<file path="src/spi_queue_pkg.sv">
// package: register map, field positions, reset values and types of the serial core
package spi_queue_pkg;

    // register byte addresses on the control bus
    localparam logic [7:0] ctrl0_addr   = 8'h00;  // serial_control_0
    localparam logic [7:0] ctrl1_addr   = 8'h04;  // serial_control_1
    localparam logic [7:0] ctrl2_addr   = 8'h08;  // serial_control_2
    localparam logic [7:0] status_addr  = 8'h0C;  // serial_status_reg
    localparam logic [7:0] rx_port_addr = 8'h10;  // rx_queue_port, read only
    localparam logic [7:0] tx_port_addr = 8'h14;  // tx_queue_port, write only
    localparam logic [7:0] clkdiv_addr  = 8'h18;  // master serial clock divider

    // serial_control_0 fields
    localparam int enable_pos        = 7;
    localparam int master_pos        = 1;
    localparam int lsb_first_pos     = 0;
    // serial_control_1 fields
    localparam int data_in_pol_pos   = 2;
    localparam int data_out_pol_pos  = 1;
    localparam int select_pol_pos    = 0;
    // serial_control_2 fields
    localparam int tx_req_pos        = 1;
    localparam int rx_en_pos         = 0;
    // serial_status_reg fields
    localparam int tx_write_err_pos  = 7;
    localparam int tx_empty_pos      = 5;
    localparam int buf_clear_pos     = 2;
    localparam int rx_full_pos       = 1;
    localparam int rx_read_err_pos   = 0;

    // reset values
    localparam logic [7:0] ctrl0_reset  = 8'h00;
    localparam logic [7:0] ctrl1_reset  = 8'h00;
    localparam logic [7:0] ctrl2_reset  = 8'h00;
    localparam logic [7:0] clkdiv_reset = 8'h03;

    // transfer length in bits
    localparam logic [3:0] bits_per_xfer = 4'h8;

    // axi response codes
    localparam logic [1:0] resp_okay   = 2'h0;
    localparam logic [1:0] resp_slverr = 2'h2;

    // transfer engine states, one-hot
    typedef enum logic [2:0] {
        st_idle  = 3'b001,
        st_shift = 3'b010,
        st_done  = 3'b100
    } xfer_state_t;

    // serial pins as seen by the core
    typedef struct packed {
        logic sck_out;
        logic sck_oe;
        logic sel_out;
        logic sel_oe;
        logic sdo_out;
        logic sdo_oe;
    } pin_out_t;

endpackage

</file>
<file path="src/spi_queue_core.sv">
// serial peripheral core with two-byte queues, polarity control and axi-lite
// Functional notes
// - full duplex; master starts each exchange
// - separate two-byte transmit and receive queues
// - buffer clear bit empties both queues
// - disabling the module empties both queues
// - receive port read pops oldest byte
// - empty receive read returns zero, flags error
// - receive read error sticks until software clears
// - receive full flag when queue full
// - transmit port write pushes next slot
// - write to full transmit queue dropped, flagged
// - transmit empty flag when queue empty
// - occupancy counts never software readable
// - bit order: clear msb first, set lsb
// - polarity bits invert input, output, select
// - select polarity covers slave input, master output
// - disabled: select and clock outputs inactive
// - pin output: hold last bit, idle when disabled
// - slave input pin: tri-state when unselected/disabled/no tx
// - master: tri-state without tx enable, else hold
`timescale 1ns/1ps
`default_nettype none
module spi_queue_core #(
    parameter int depth = 2  // queue depth in bytes
) (
    // clock and reset
    input  wire logic                   aclk,
    input  wire logic                   aresetn,
    // axi-lite write address
    input  wire logic [7:0]             s_axi_awaddr,
    input  wire logic                   s_axi_awvalid,
    output logic                        s_axi_awready,
    // axi-lite write data
    input  wire logic [31:0]            s_axi_wdata,
    input  wire logic [3:0]             s_axi_wstrb,
    input  wire logic                   s_axi_wvalid,
    output logic                        s_axi_wready,
    // axi-lite write response
    output logic [1:0]                  s_axi_bresp,
    output logic                        s_axi_bvalid,
    input  wire logic                   s_axi_bready,
    // axi-lite read address
    input  wire logic [7:0]             s_axi_araddr,
    input  wire logic                   s_axi_arvalid,
    output logic                        s_axi_arready,
    // axi-lite read data
    output logic [31:0]                 s_axi_rdata,
    output logic [1:0]                  s_axi_rresp,
    output logic                        s_axi_rvalid,
    input  wire logic                   s_axi_rready,
    // serial pins
    input  wire logic                   sck_in,
    input  wire logic                   sel_in,
    input  wire logic                   sdi_in,
    input  wire logic                   sdo_pin_input,  // pin_direction_bit
    output var spi_queue_pkg::pin_out_t pins
);

    // whole state of the block
    typedef struct packed {
        logic [7:0]  ctrl0;
        logic [7:0]  ctrl1;
        logic [7:0]  ctrl2;
        logic [7:0]  clkdiv;
        logic        rx_read_error_flag;
        logic        tx_write_error_flag;
        logic [7:0]  txq0, txq1;      // slot 0 is oldest
        logic [7:0]  rxq0, rxq1;
        logic [1:0]  tx_cnt, rx_cnt;  // internal occupancy only
        logic        aw_held, w_held;
        logic [7:0]  aw_addr;
        logic [31:0] w_data;
        logic [3:0]  w_strb;
        logic        bvalid;
        logic [1:0]  bresp;
        logic        rvalid;
        logic [31:0] rdata;
        logic [1:0]  rresp;
        spi_queue_pkg::xfer_state_t st;
        logic [7:0]  sh_out, sh_in;
        logic [3:0]  bitcnt;
        logic [7:0]  divcnt;
        logic        sck_phase;       // master clock level, active sense
        logic        sdo_level;       // last bit driven, before polarity
        logic [1:0]  sck_s, sel_s, sdi_s;  // two-stage synchronisers
        logic [1:0]  sck_hist;        // after synchroniser, for edges
    } state_t;

    state_t s_reg, s_next;

    // next bit to shift out given bit order
    function automatic logic out_bit(input logic [7:0] b, input logic lsb_first_select);
        out_bit = lsb_first_select ? b[0] : b[7];
    endfunction

    // shift a byte one place in the chosen order, new bit entering
    function automatic logic [7:0] shift_in(input logic [7:0] b,
                                            input logic       nb,
                                            input logic       lsb_first_select);
        shift_in = lsb_first_select ? {nb, b[7:1]} : {b[6:0], nb};
    endfunction

    // decoded controls
    logic en, master, lsb_first_select, sdi_pol, sdo_pol, sel_pol, transmit_request_enable, rxen;
    assign en      = s_reg.ctrl0[spi_queue_pkg::enable_pos];
    assign master  = s_reg.ctrl0[spi_queue_pkg::master_pos];
    assign lsb_first_select    = s_reg.ctrl0[spi_queue_pkg::lsb_first_pos];
    assign sdi_pol = s_reg.ctrl1[spi_queue_pkg::data_in_pol_pos];
    assign sdo_pol = s_reg.ctrl1[spi_queue_pkg::data_out_pol_pos];
    assign sel_pol = s_reg.ctrl1[spi_queue_pkg::select_pol_pos];
    assign transmit_request_enable     = s_reg.ctrl2[spi_queue_pkg::tx_req_pos];
    assign rxen    = s_reg.ctrl2[spi_queue_pkg::rx_en_pos];

    // flag views of the queues
    logic rx_full_flag, tx_empty_flag, sel_active, sdi_val;
    assign rx_full_flag  = (s_reg.rx_cnt == 2'(depth));
    assign tx_empty_flag = (s_reg.tx_cnt == 2'h0);
    // select and data input sense, set polarity means active low
    assign sel_active = s_reg.sel_s[1] ^ sel_pol;
    assign sdi_val    = s_reg.sdi_s[1] ^ sdi_pol;

    // handshake outputs
    assign s_axi_awready = !s_reg.aw_held && !s_reg.bvalid;
    assign s_axi_wready  = !s_reg.w_held && !s_reg.bvalid;
    assign s_axi_arready = !s_reg.rvalid;
    assign s_axi_bvalid  = s_reg.bvalid;
    assign s_axi_bresp   = s_reg.bresp;
    assign s_axi_rvalid  = s_reg.rvalid;
    assign s_axi_rdata   = s_reg.rdata;
    assign s_axi_rresp   = s_reg.rresp;

    // pin drive, registered state with polarity applied
    always_comb begin
        pins.sel_oe  = master;
        pins.sck_oe  = master;
        // disabled or idle: select inactive per its polarity
        pins.sel_out = ((s_reg.st != spi_queue_pkg::st_idle) && en)
                       ^ sel_pol;
        // clock idles low; disabled forces the idle level
        pins.sck_out = en & s_reg.sck_phase;
        // disabled returns data output to idle, otherwise hold last bit
        pins.sdo_out = (en & s_reg.sdo_level) ^ sdo_pol;
        if (!sdo_pin_input) begin
            pins.sdo_oe = 1'b1;
        end else if (master) begin
            pins.sdo_oe = transmit_request_enable;
        end else begin
            pins.sdo_oe = sel_active && en && transmit_request_enable;
        end
    end

    // all next-state logic
    always_comb begin
        logic        wr_go, rd_go, tx_push, rx_pop, clr;
        logic        tx_pop, rx_push, lead, trail;
        logic [7:0]  wb, rx_byte;
        wr_go   = 1'b0;
        rd_go   = 1'b0;
        tx_push = 1'b0;
        rx_pop  = 1'b0;
        clr     = 1'b0;
        tx_pop  = 1'b0;
        rx_push = 1'b0;
        lead    = 1'b0;
        trail   = 1'b0;
        wb      = s_reg.w_data[7:0];
        rx_byte = s_reg.sh_in;
        s_next  = s_reg;

        // synchronisers, first stage read only by the second
        s_next.sck_s    = {s_reg.sck_s[0], sck_in};
        s_next.sel_s    = {s_reg.sel_s[0], sel_in};
        s_next.sdi_s    = {s_reg.sdi_s[0], sdi_in};
        s_next.sck_hist = {s_reg.sck_hist[0], s_reg.sck_s[1]};

        // write address and data taken in either order
        if (s_axi_awvalid && s_axi_awready) begin
            s_next.aw_held = 1'b1;
            s_next.aw_addr = s_axi_awaddr;
        end
        if (s_axi_wvalid && s_axi_wready) begin
            s_next.w_held = 1'b1;
            s_next.w_data = s_axi_wdata;
            s_next.w_strb = s_axi_wstrb;
        end
        if (s_reg.bvalid && s_axi_bready) begin
            s_next.bvalid = 1'b0;
        end
        if (s_reg.rvalid && s_axi_rready) begin
            s_next.rvalid = 1'b0;
        end

        // register writes, one cycle after both halves are held
        if (s_reg.aw_held && s_reg.w_held) begin
            wr_go          = s_reg.w_strb[0];
            s_next.aw_held = 1'b0;
            s_next.w_held  = 1'b0;
            s_next.bvalid  = 1'b1;
            s_next.bresp   = spi_queue_pkg::resp_okay;
            unique case (s_reg.aw_addr)
                spi_queue_pkg::ctrl0_addr:  if (wr_go) s_next.ctrl0 = wb;
                spi_queue_pkg::ctrl1_addr:  if (wr_go) s_next.ctrl1 = wb;
                spi_queue_pkg::ctrl2_addr:  if (wr_go) s_next.ctrl2 = wb;
                spi_queue_pkg::clkdiv_addr: if (wr_go) s_next.clkdiv = wb;
                spi_queue_pkg::status_addr: begin
                    // error flags written with zero are cleared
                    if (wr_go && !wb[spi_queue_pkg::rx_read_err_pos]) begin
                        s_next.rx_read_error_flag = 1'b0;
                    end
                    if (wr_go && !wb[spi_queue_pkg::tx_write_err_pos]) begin
                        s_next.tx_write_error_flag = 1'b0;
                    end
                    clr = wr_go && wb[spi_queue_pkg::buf_clear_pos];
                end
                spi_queue_pkg::tx_port_addr: tx_push = wr_go;
                default: s_next.bresp = spi_queue_pkg::resp_slverr;
            endcase
        end

        // register reads; occupancy counts have no address
        if (s_axi_arvalid && s_axi_arready) begin
            s_next.rvalid = 1'b1;
            s_next.rresp  = spi_queue_pkg::resp_okay;
            s_next.rdata  = 32'h0000_0000;
            unique case (s_axi_araddr)
                spi_queue_pkg::ctrl0_addr:  s_next.rdata[7:0] = s_reg.ctrl0;
                spi_queue_pkg::ctrl1_addr:  s_next.rdata[7:0] = s_reg.ctrl1;
                spi_queue_pkg::ctrl2_addr:  s_next.rdata[7:0] = s_reg.ctrl2;
                spi_queue_pkg::clkdiv_addr: s_next.rdata[7:0] = s_reg.clkdiv;
                spi_queue_pkg::status_addr: begin
                    s_next.rdata[spi_queue_pkg::tx_write_err_pos] =
                        s_reg.tx_write_error_flag;
                    s_next.rdata[spi_queue_pkg::tx_empty_pos] = tx_empty_flag;
                    s_next.rdata[spi_queue_pkg::rx_full_pos]  = rx_full_flag;
                    s_next.rdata[spi_queue_pkg::rx_read_err_pos] =
                        s_reg.rx_read_error_flag;
                end
                spi_queue_pkg::rx_port_addr: begin
                    if (s_reg.rx_cnt != 2'h0) begin
                        s_next.rdata[7:0] = s_reg.rxq0;
                        rx_pop = 1'b1;
                    end else begin
                        // empty queue reads as zero and flags it
                        s_next.rx_read_error_flag = 1'b1;
                    end
                end
                default: s_next.rresp = spi_queue_pkg::resp_slverr;
            endcase
        end

        // transmit write error on full queue; set wins over clear
        if (tx_push && s_reg.tx_cnt == 2'(depth)) begin
            tx_push = 1'b0;
            s_next.tx_write_error_flag = 1'b1;
        end

        // serial clock edges: master makes its own, slave samples pin
        if (master) begin
            if (s_reg.st == spi_queue_pkg::st_shift) begin
                if (s_reg.divcnt == 8'h00) begin
                    s_next.divcnt    = s_reg.clkdiv;
                    s_next.sck_phase = !s_reg.sck_phase;
                    lead  = !s_reg.sck_phase;
                    trail = s_reg.sck_phase;
                end else begin
                    s_next.divcnt = s_reg.divcnt - 8'h01;
                end
            end
        end else begin
            lead  = s_reg.sck_hist == 2'b01;
            trail = s_reg.sck_hist == 2'b10;
        end

        // transfer engine, one byte each way per exchange
        unique case (s_reg.st)
            spi_queue_pkg::st_idle: begin
                // master starts on queued data; slave on select
                if (en && ((master && !tx_empty_flag) ||
                           (!master && sel_active))) begin
                    s_next.st     = spi_queue_pkg::st_shift;
                    s_next.bitcnt = 4'h0;
                    s_next.divcnt = s_reg.clkdiv;
                    s_next.sck_phase = 1'b0;
                    tx_pop = master && !tx_empty_flag;
                    s_next.sh_out = tx_empty_flag ? 8'h00 : s_reg.txq0;
                    s_next.sdo_level = out_bit(s_next.sh_out, lsb_first_select);
                end
            end
            spi_queue_pkg::st_shift: begin
                if (lead) begin
                    // sample on leading edge
                    s_next.sh_in  = shift_in(s_reg.sh_in, sdi_val, lsb_first_select);
                    s_next.bitcnt = s_reg.bitcnt + 4'h1;
                    // slave pops on its first bit
                    if (!master && s_reg.bitcnt == 4'h0) begin
                        tx_pop = !tx_empty_flag;
                    end
                end
                if (trail) begin
                    if (s_reg.bitcnt == spi_queue_pkg::bits_per_xfer) begin
                        s_next.st = spi_queue_pkg::st_done;
                    end else begin
                        // shift out on trailing edge, previous bit held
                        s_next.sh_out = shift_in(s_reg.sh_out, 1'b0, lsb_first_select);
                        s_next.sdo_level = out_bit(s_next.sh_out, lsb_first_select);
                    end
                end
                // slave released mid-byte: drop the partial byte
                if (!master && !sel_active) begin
                    s_next.st = spi_queue_pkg::st_idle;
                end
            end
            spi_queue_pkg::st_done: begin
                rx_push   = rxen;
                s_next.st = spi_queue_pkg::st_idle;
            end
            default: s_next.st = spi_queue_pkg::st_idle;
        endcase
        // a full receive queue keeps its data; new byte is lost unless a read pops in the same cycle
        if (rx_full_flag && !rx_pop) begin
            rx_push = 1'b0;
        end

        // transmit queue update
        if (tx_pop) begin
            s_next.txq0 = s_reg.txq1;
        end
        if (tx_push) begin
            if (s_reg.tx_cnt - 2'(tx_pop) == 2'h0) begin
                s_next.txq0 = wb;
            end else begin
                s_next.txq1 = wb;
            end
        end
        s_next.tx_cnt = s_reg.tx_cnt + 2'(tx_push) - 2'(tx_pop);

        // receive queue update
        if (rx_pop) begin
            s_next.rxq0 = s_reg.rxq1;
        end
        if (rx_push) begin
            if (s_reg.rx_cnt - 2'(rx_pop) == 2'h0) begin
                s_next.rxq0 = rx_byte;
            end else begin
                s_next.rxq1 = rx_byte;
            end
        end
        s_next.rx_cnt = s_reg.rx_cnt + 2'(rx_push) - 2'(rx_pop);

        // clear bit or disabled module empties both queues
        if (clr || !en) begin
            s_next.tx_cnt = 2'h0;
            s_next.rx_cnt = 2'h0;
        end
        // disabled: engine stops, data output returns to idle
        if (!en) begin
            s_next.st        = spi_queue_pkg::st_idle;
            s_next.sdo_level = 1'b0;
            s_next.sck_phase = 1'b0;
        end
    end

    // single state register, synchronous active-low reset
    always_ff @(posedge aclk) begin
        if (!aresetn) begin
            s_reg        <= '0;
            s_reg.ctrl0  <= spi_queue_pkg::ctrl0_reset;
            s_reg.ctrl1  <= spi_queue_pkg::ctrl1_reset;
            s_reg.ctrl2  <= spi_queue_pkg::ctrl2_reset;
            s_reg.clkdiv <= spi_queue_pkg::clkdiv_reset;
            s_reg.st     <= spi_queue_pkg::st_idle;
        end else begin
            s_reg <= s_next;
        end
    end

endmodule
`default_nettype wire

</file>
<file path="config.mk">
export PLATFORM = sky130hd
export DESIGN_NAME = spi_queue_core
export DESIGN_NICKNAME = d
export VERILOG_FILES = /design/src/spi_queue_pkg.sv /design/src/spi_queue_core.sv
export SDC_FILE = /design/constraint.sdc
export NUM_CORES = 1
export LEC_CHECK = 0
export ABC_CLOCK_PERIOD_IN_PS = 5000
export BUFFER_PORTS_ARGS = -buffer_cell sky130_fd_sc_hd__buf_2
export CORE_MARGIN = 2
export CORE_UTILIZATION = 55
export CTS_CLUSTER_SIZE = 8
export DETAILED_ROUTE_END_ITERATION = 8
export GPL_TIMING_DRIVEN = 1
export PLACE_DENSITY = 0.78
export SETUP_SLACK_MARGIN = 0.15
export SYNTH_ARGS = -nofsm -noshare
export SYNTH_HDL_FRONTEND = slang
export SYNTH_SLANG_ARGS = --single-unit
</file>
<file path="constraint.sdc">
create_clock -name aclk -period 5 [get_ports aclk]
set_input_delay 1 -clock aclk [delete_from_list [all_inputs] [get_ports aclk]]
set_output_delay 1 -clock aclk [all_outputs]
set_load 0.05 [all_outputs]
</file>
==> impl_metrics.ini <==
[clock_network]
htreeDepth = 4
cts_num_sinks = 142
cts-buffers-inserted = 17
clockBufferDepth = 2
cts_setup_buffers = 0
clock_latency_ps = 420
path_clk_slew_ps = 50
cts_root_buf = clkbuf_16
cts_tree = done
cts_resized = 0
cts_hold_buf = 0

[detailed_routing]
vias = 5623
viasPerCell = 5.77
first_pass_iters = 5
wirelength_microns = 15500
antenna_left = 0
drc = 0
drtIter0Drc = 494
wl_per_cell_microns = 15.9

[global_routing]
grt.busiest_layer = met2
antenna_found_initial = 0
grt_start_max_net_pins = 62
grt_pass1_vias = 5285
grt_usage = 0.245
grtUsageMet1 = 0.299
overflow = 0
gr-usage-met2 = 0.415
globalRouteMet3Util = 0.0548
grt_pass1_wl_microns = 25300

[pwr]
power.total_mw = 2.57
leakagePower_nw = 3.05
vdd_drop_max_mv = 0.224
p_per_area_nw_per_um2 = 342

[floorplan]
start_util = 0.565
ioPinCount = 110
fp.dieW_microns = 115
fp.dieH_microns = 115
dieArea_sq_um = 13200
core_sq_um = 12000
row_count = 40

[critical_path]
crit_path_max_incr_delay_ps = 960
slowest_stage = a22oi_1
cp.required_ps = 5310
start_kind = flop
critPathKind = flop to flop
cp-end-kind = flop
critPathBufInv = 2
cp_top_family = compound AO/OA/AOI/OAI gates
crit_chain = or3b_2 -> o211ai_1 -> nor2_2 -> a22oi_1 -> inv_1 -> ha_1 -> inv_1 -> ha_1 -> xnor2_1 -> xnor2_1 -> nor2_1
cp.arrival_ps = 4070
critPathMaxFanout = 17

[yosys]
async_flop_share = 0
syn_inst = 792
syn_area_per_cell_sq_um = 8.57
syn_area_sq_um = 6790
synthAdderAreaFrac = 0.0166
synth_mux_area_frac = 0.130
ys_types = 56
ys.flop_type = dfxtp_1
ys_seq_area_frac = 0.419
synth_xor_xnor_area_share = 0.0142
ys.warnings.count = 0
synth_edf_count = 0
synth_simple_gate_area_frac = 0.199
ys_seq_elements = 142
synth_top_family_by_area = simple AND/OR/NAND/NOR gates
synth_compound_area_frac = 0.141

[sta]
min_period_ps = 3760
setup_viol = 0
max_slew_margin = 0.169
fmax_mhz = 266
hold_viol = 0
worstMarginPinSlew_ps = 1250
drv_slew = 0
fin_ws_ps = 1240
fin_skew_ps = 7.59
rsz0062_at_grt = no
finalSetupTns_ps = 0
fin_crit_sh = 0.753

[finish]
largest_register_ff_count = 121
area.growth.synth_to_final_pct = 10.7
utilization = 0.625
drive_above_1_share = 0.132
fill_cells = 991
final_nets = 889
seq_area_sq_um = 2840
multiInputGateArea_sq_um = 3490
diodes = 0

[place]
place_congestion = 0.848
dp_hpwl_microns = 10900
io_buffers = 56
preCtsSetupSlack_ps = 1330

[run]
maxCapViolations = 0

[min_path]
hp-class = flop to flop

[run_status]
status = complete, no violations
[layer usage]
layer | vias to the layer above | wire length, microns
met5 | - | 0
met4 | 0 | 491
met3 | 42 | 1160
met2 | 227 | 7350
met1 | 2605 | 6540
li1 | 2749 | -
[cells in the mapped netlist (9+ instances only)]
| cell type | n | share of area |
|---|---|---|
| clkbuf_1 | 33 | 0.018 |
| a211oi_1 | 25 | 0.028 |
| and2_1 | 14 | 0.013 |
| nor2_1 | 88 | 0.049 |
| nand2_1 | 95 | 0.053 |
| dfxtp_1 | 142 | 0.42 |
| buf_4 | 40 | 0.044 |
| ha_1 | 9 | 0.017 |
| inv_1 | 21 | 0.012 |
| o21ai_0 | 44 | 0.032 |
| nor3_1 | 18 | 0.013 |
| nand3_1 | 23 | 0.017 |
| a21oi_1 | 45 | 0.033 |
| mux2i_1 | 87 | 0.13 |
[worst register-to-register path, delay by kind of cell, from the launching register on]
kind	cells	cell delay [ps]
compound gates	2	1200
flops	1	740
xor+xnor	2	320
simple gates	3	750
fa+ha+maj	2	510
buf+inv	2	150
[cell type report]
class | instances | area share
Sequential cell | 142 | 0.378
Clock buffer | 22 | 0.0618
Multi-Input combinational cell | 572 | 0.465
Tap cell | 147 | 0.0245
Clock inverter | 8 | 0.0153
Inverter | 21 | 0.0105
Timing Repair Buffer | 63 | 0.0443
[cell usage in the layout, fill, tap and decap left out, types with 7 or more instances in the layout]
cell and n:
nor2_1 88, inv_1 20, and2_1 14, ha_1 9
a211oi_1 25, mux2i_1 87, nand3_1 23, and3_1 8
a221o_1 8, nor3_1 18, nand2_1 95, dfxtp_1 142
buf_2 56, clkbuf_16 17, xnor2_1 7, a21oi_1 45
o21ai_0 44, buf_4 7, conb_1 26
[stage by stage]
step,hold WS (ps),area [sq um],instances
6_report,430,7510,975
5_1_grt,443,7510,975
4_1_cts,433,7510,975
3_5_place_dp,420,6930,945
3_3_place_gp,420,6930,945
2_1_floorplan,412,6880,817
[kinds of logic after synthesis]
| logic type | count (synthesis) |
|---|---|
| xor+xnor | 11 |
| flops | 142 |
| buf+inv | 103 |
| compound gates | 152 |
| mux | 88 |
| simple gates | 286 |
| fa+ha+maj | 9 |
| other cells | 1 |
[power by group]
part / total [mW] / leakage, nW / internal [mW] / switching, mW
clock network: 1.24 / 0.289 / 0.799 / 0.445
registers: 1.17 / 1.15 / 1.15 / 0.0229
logic: 0.152 / 1.61 / 0.0358 / 0.116
total: 2.57 / 3.05 / 1.98 / 0.585
[worst paths after layout]
check                           startpoint    endpoint  slack, ps  cells after the start
worst max-delay path               pins[2]  s_reg[128]       1240                     11
worst min-delay path             s_next[3]    s_reg[3]        430                      1
worst max register to register     pins[2]  s_reg[128]       1240                     11
worst min register to register   s_next[3]    s_reg[3]        430                      1
(Power assumes the default switching activity.)
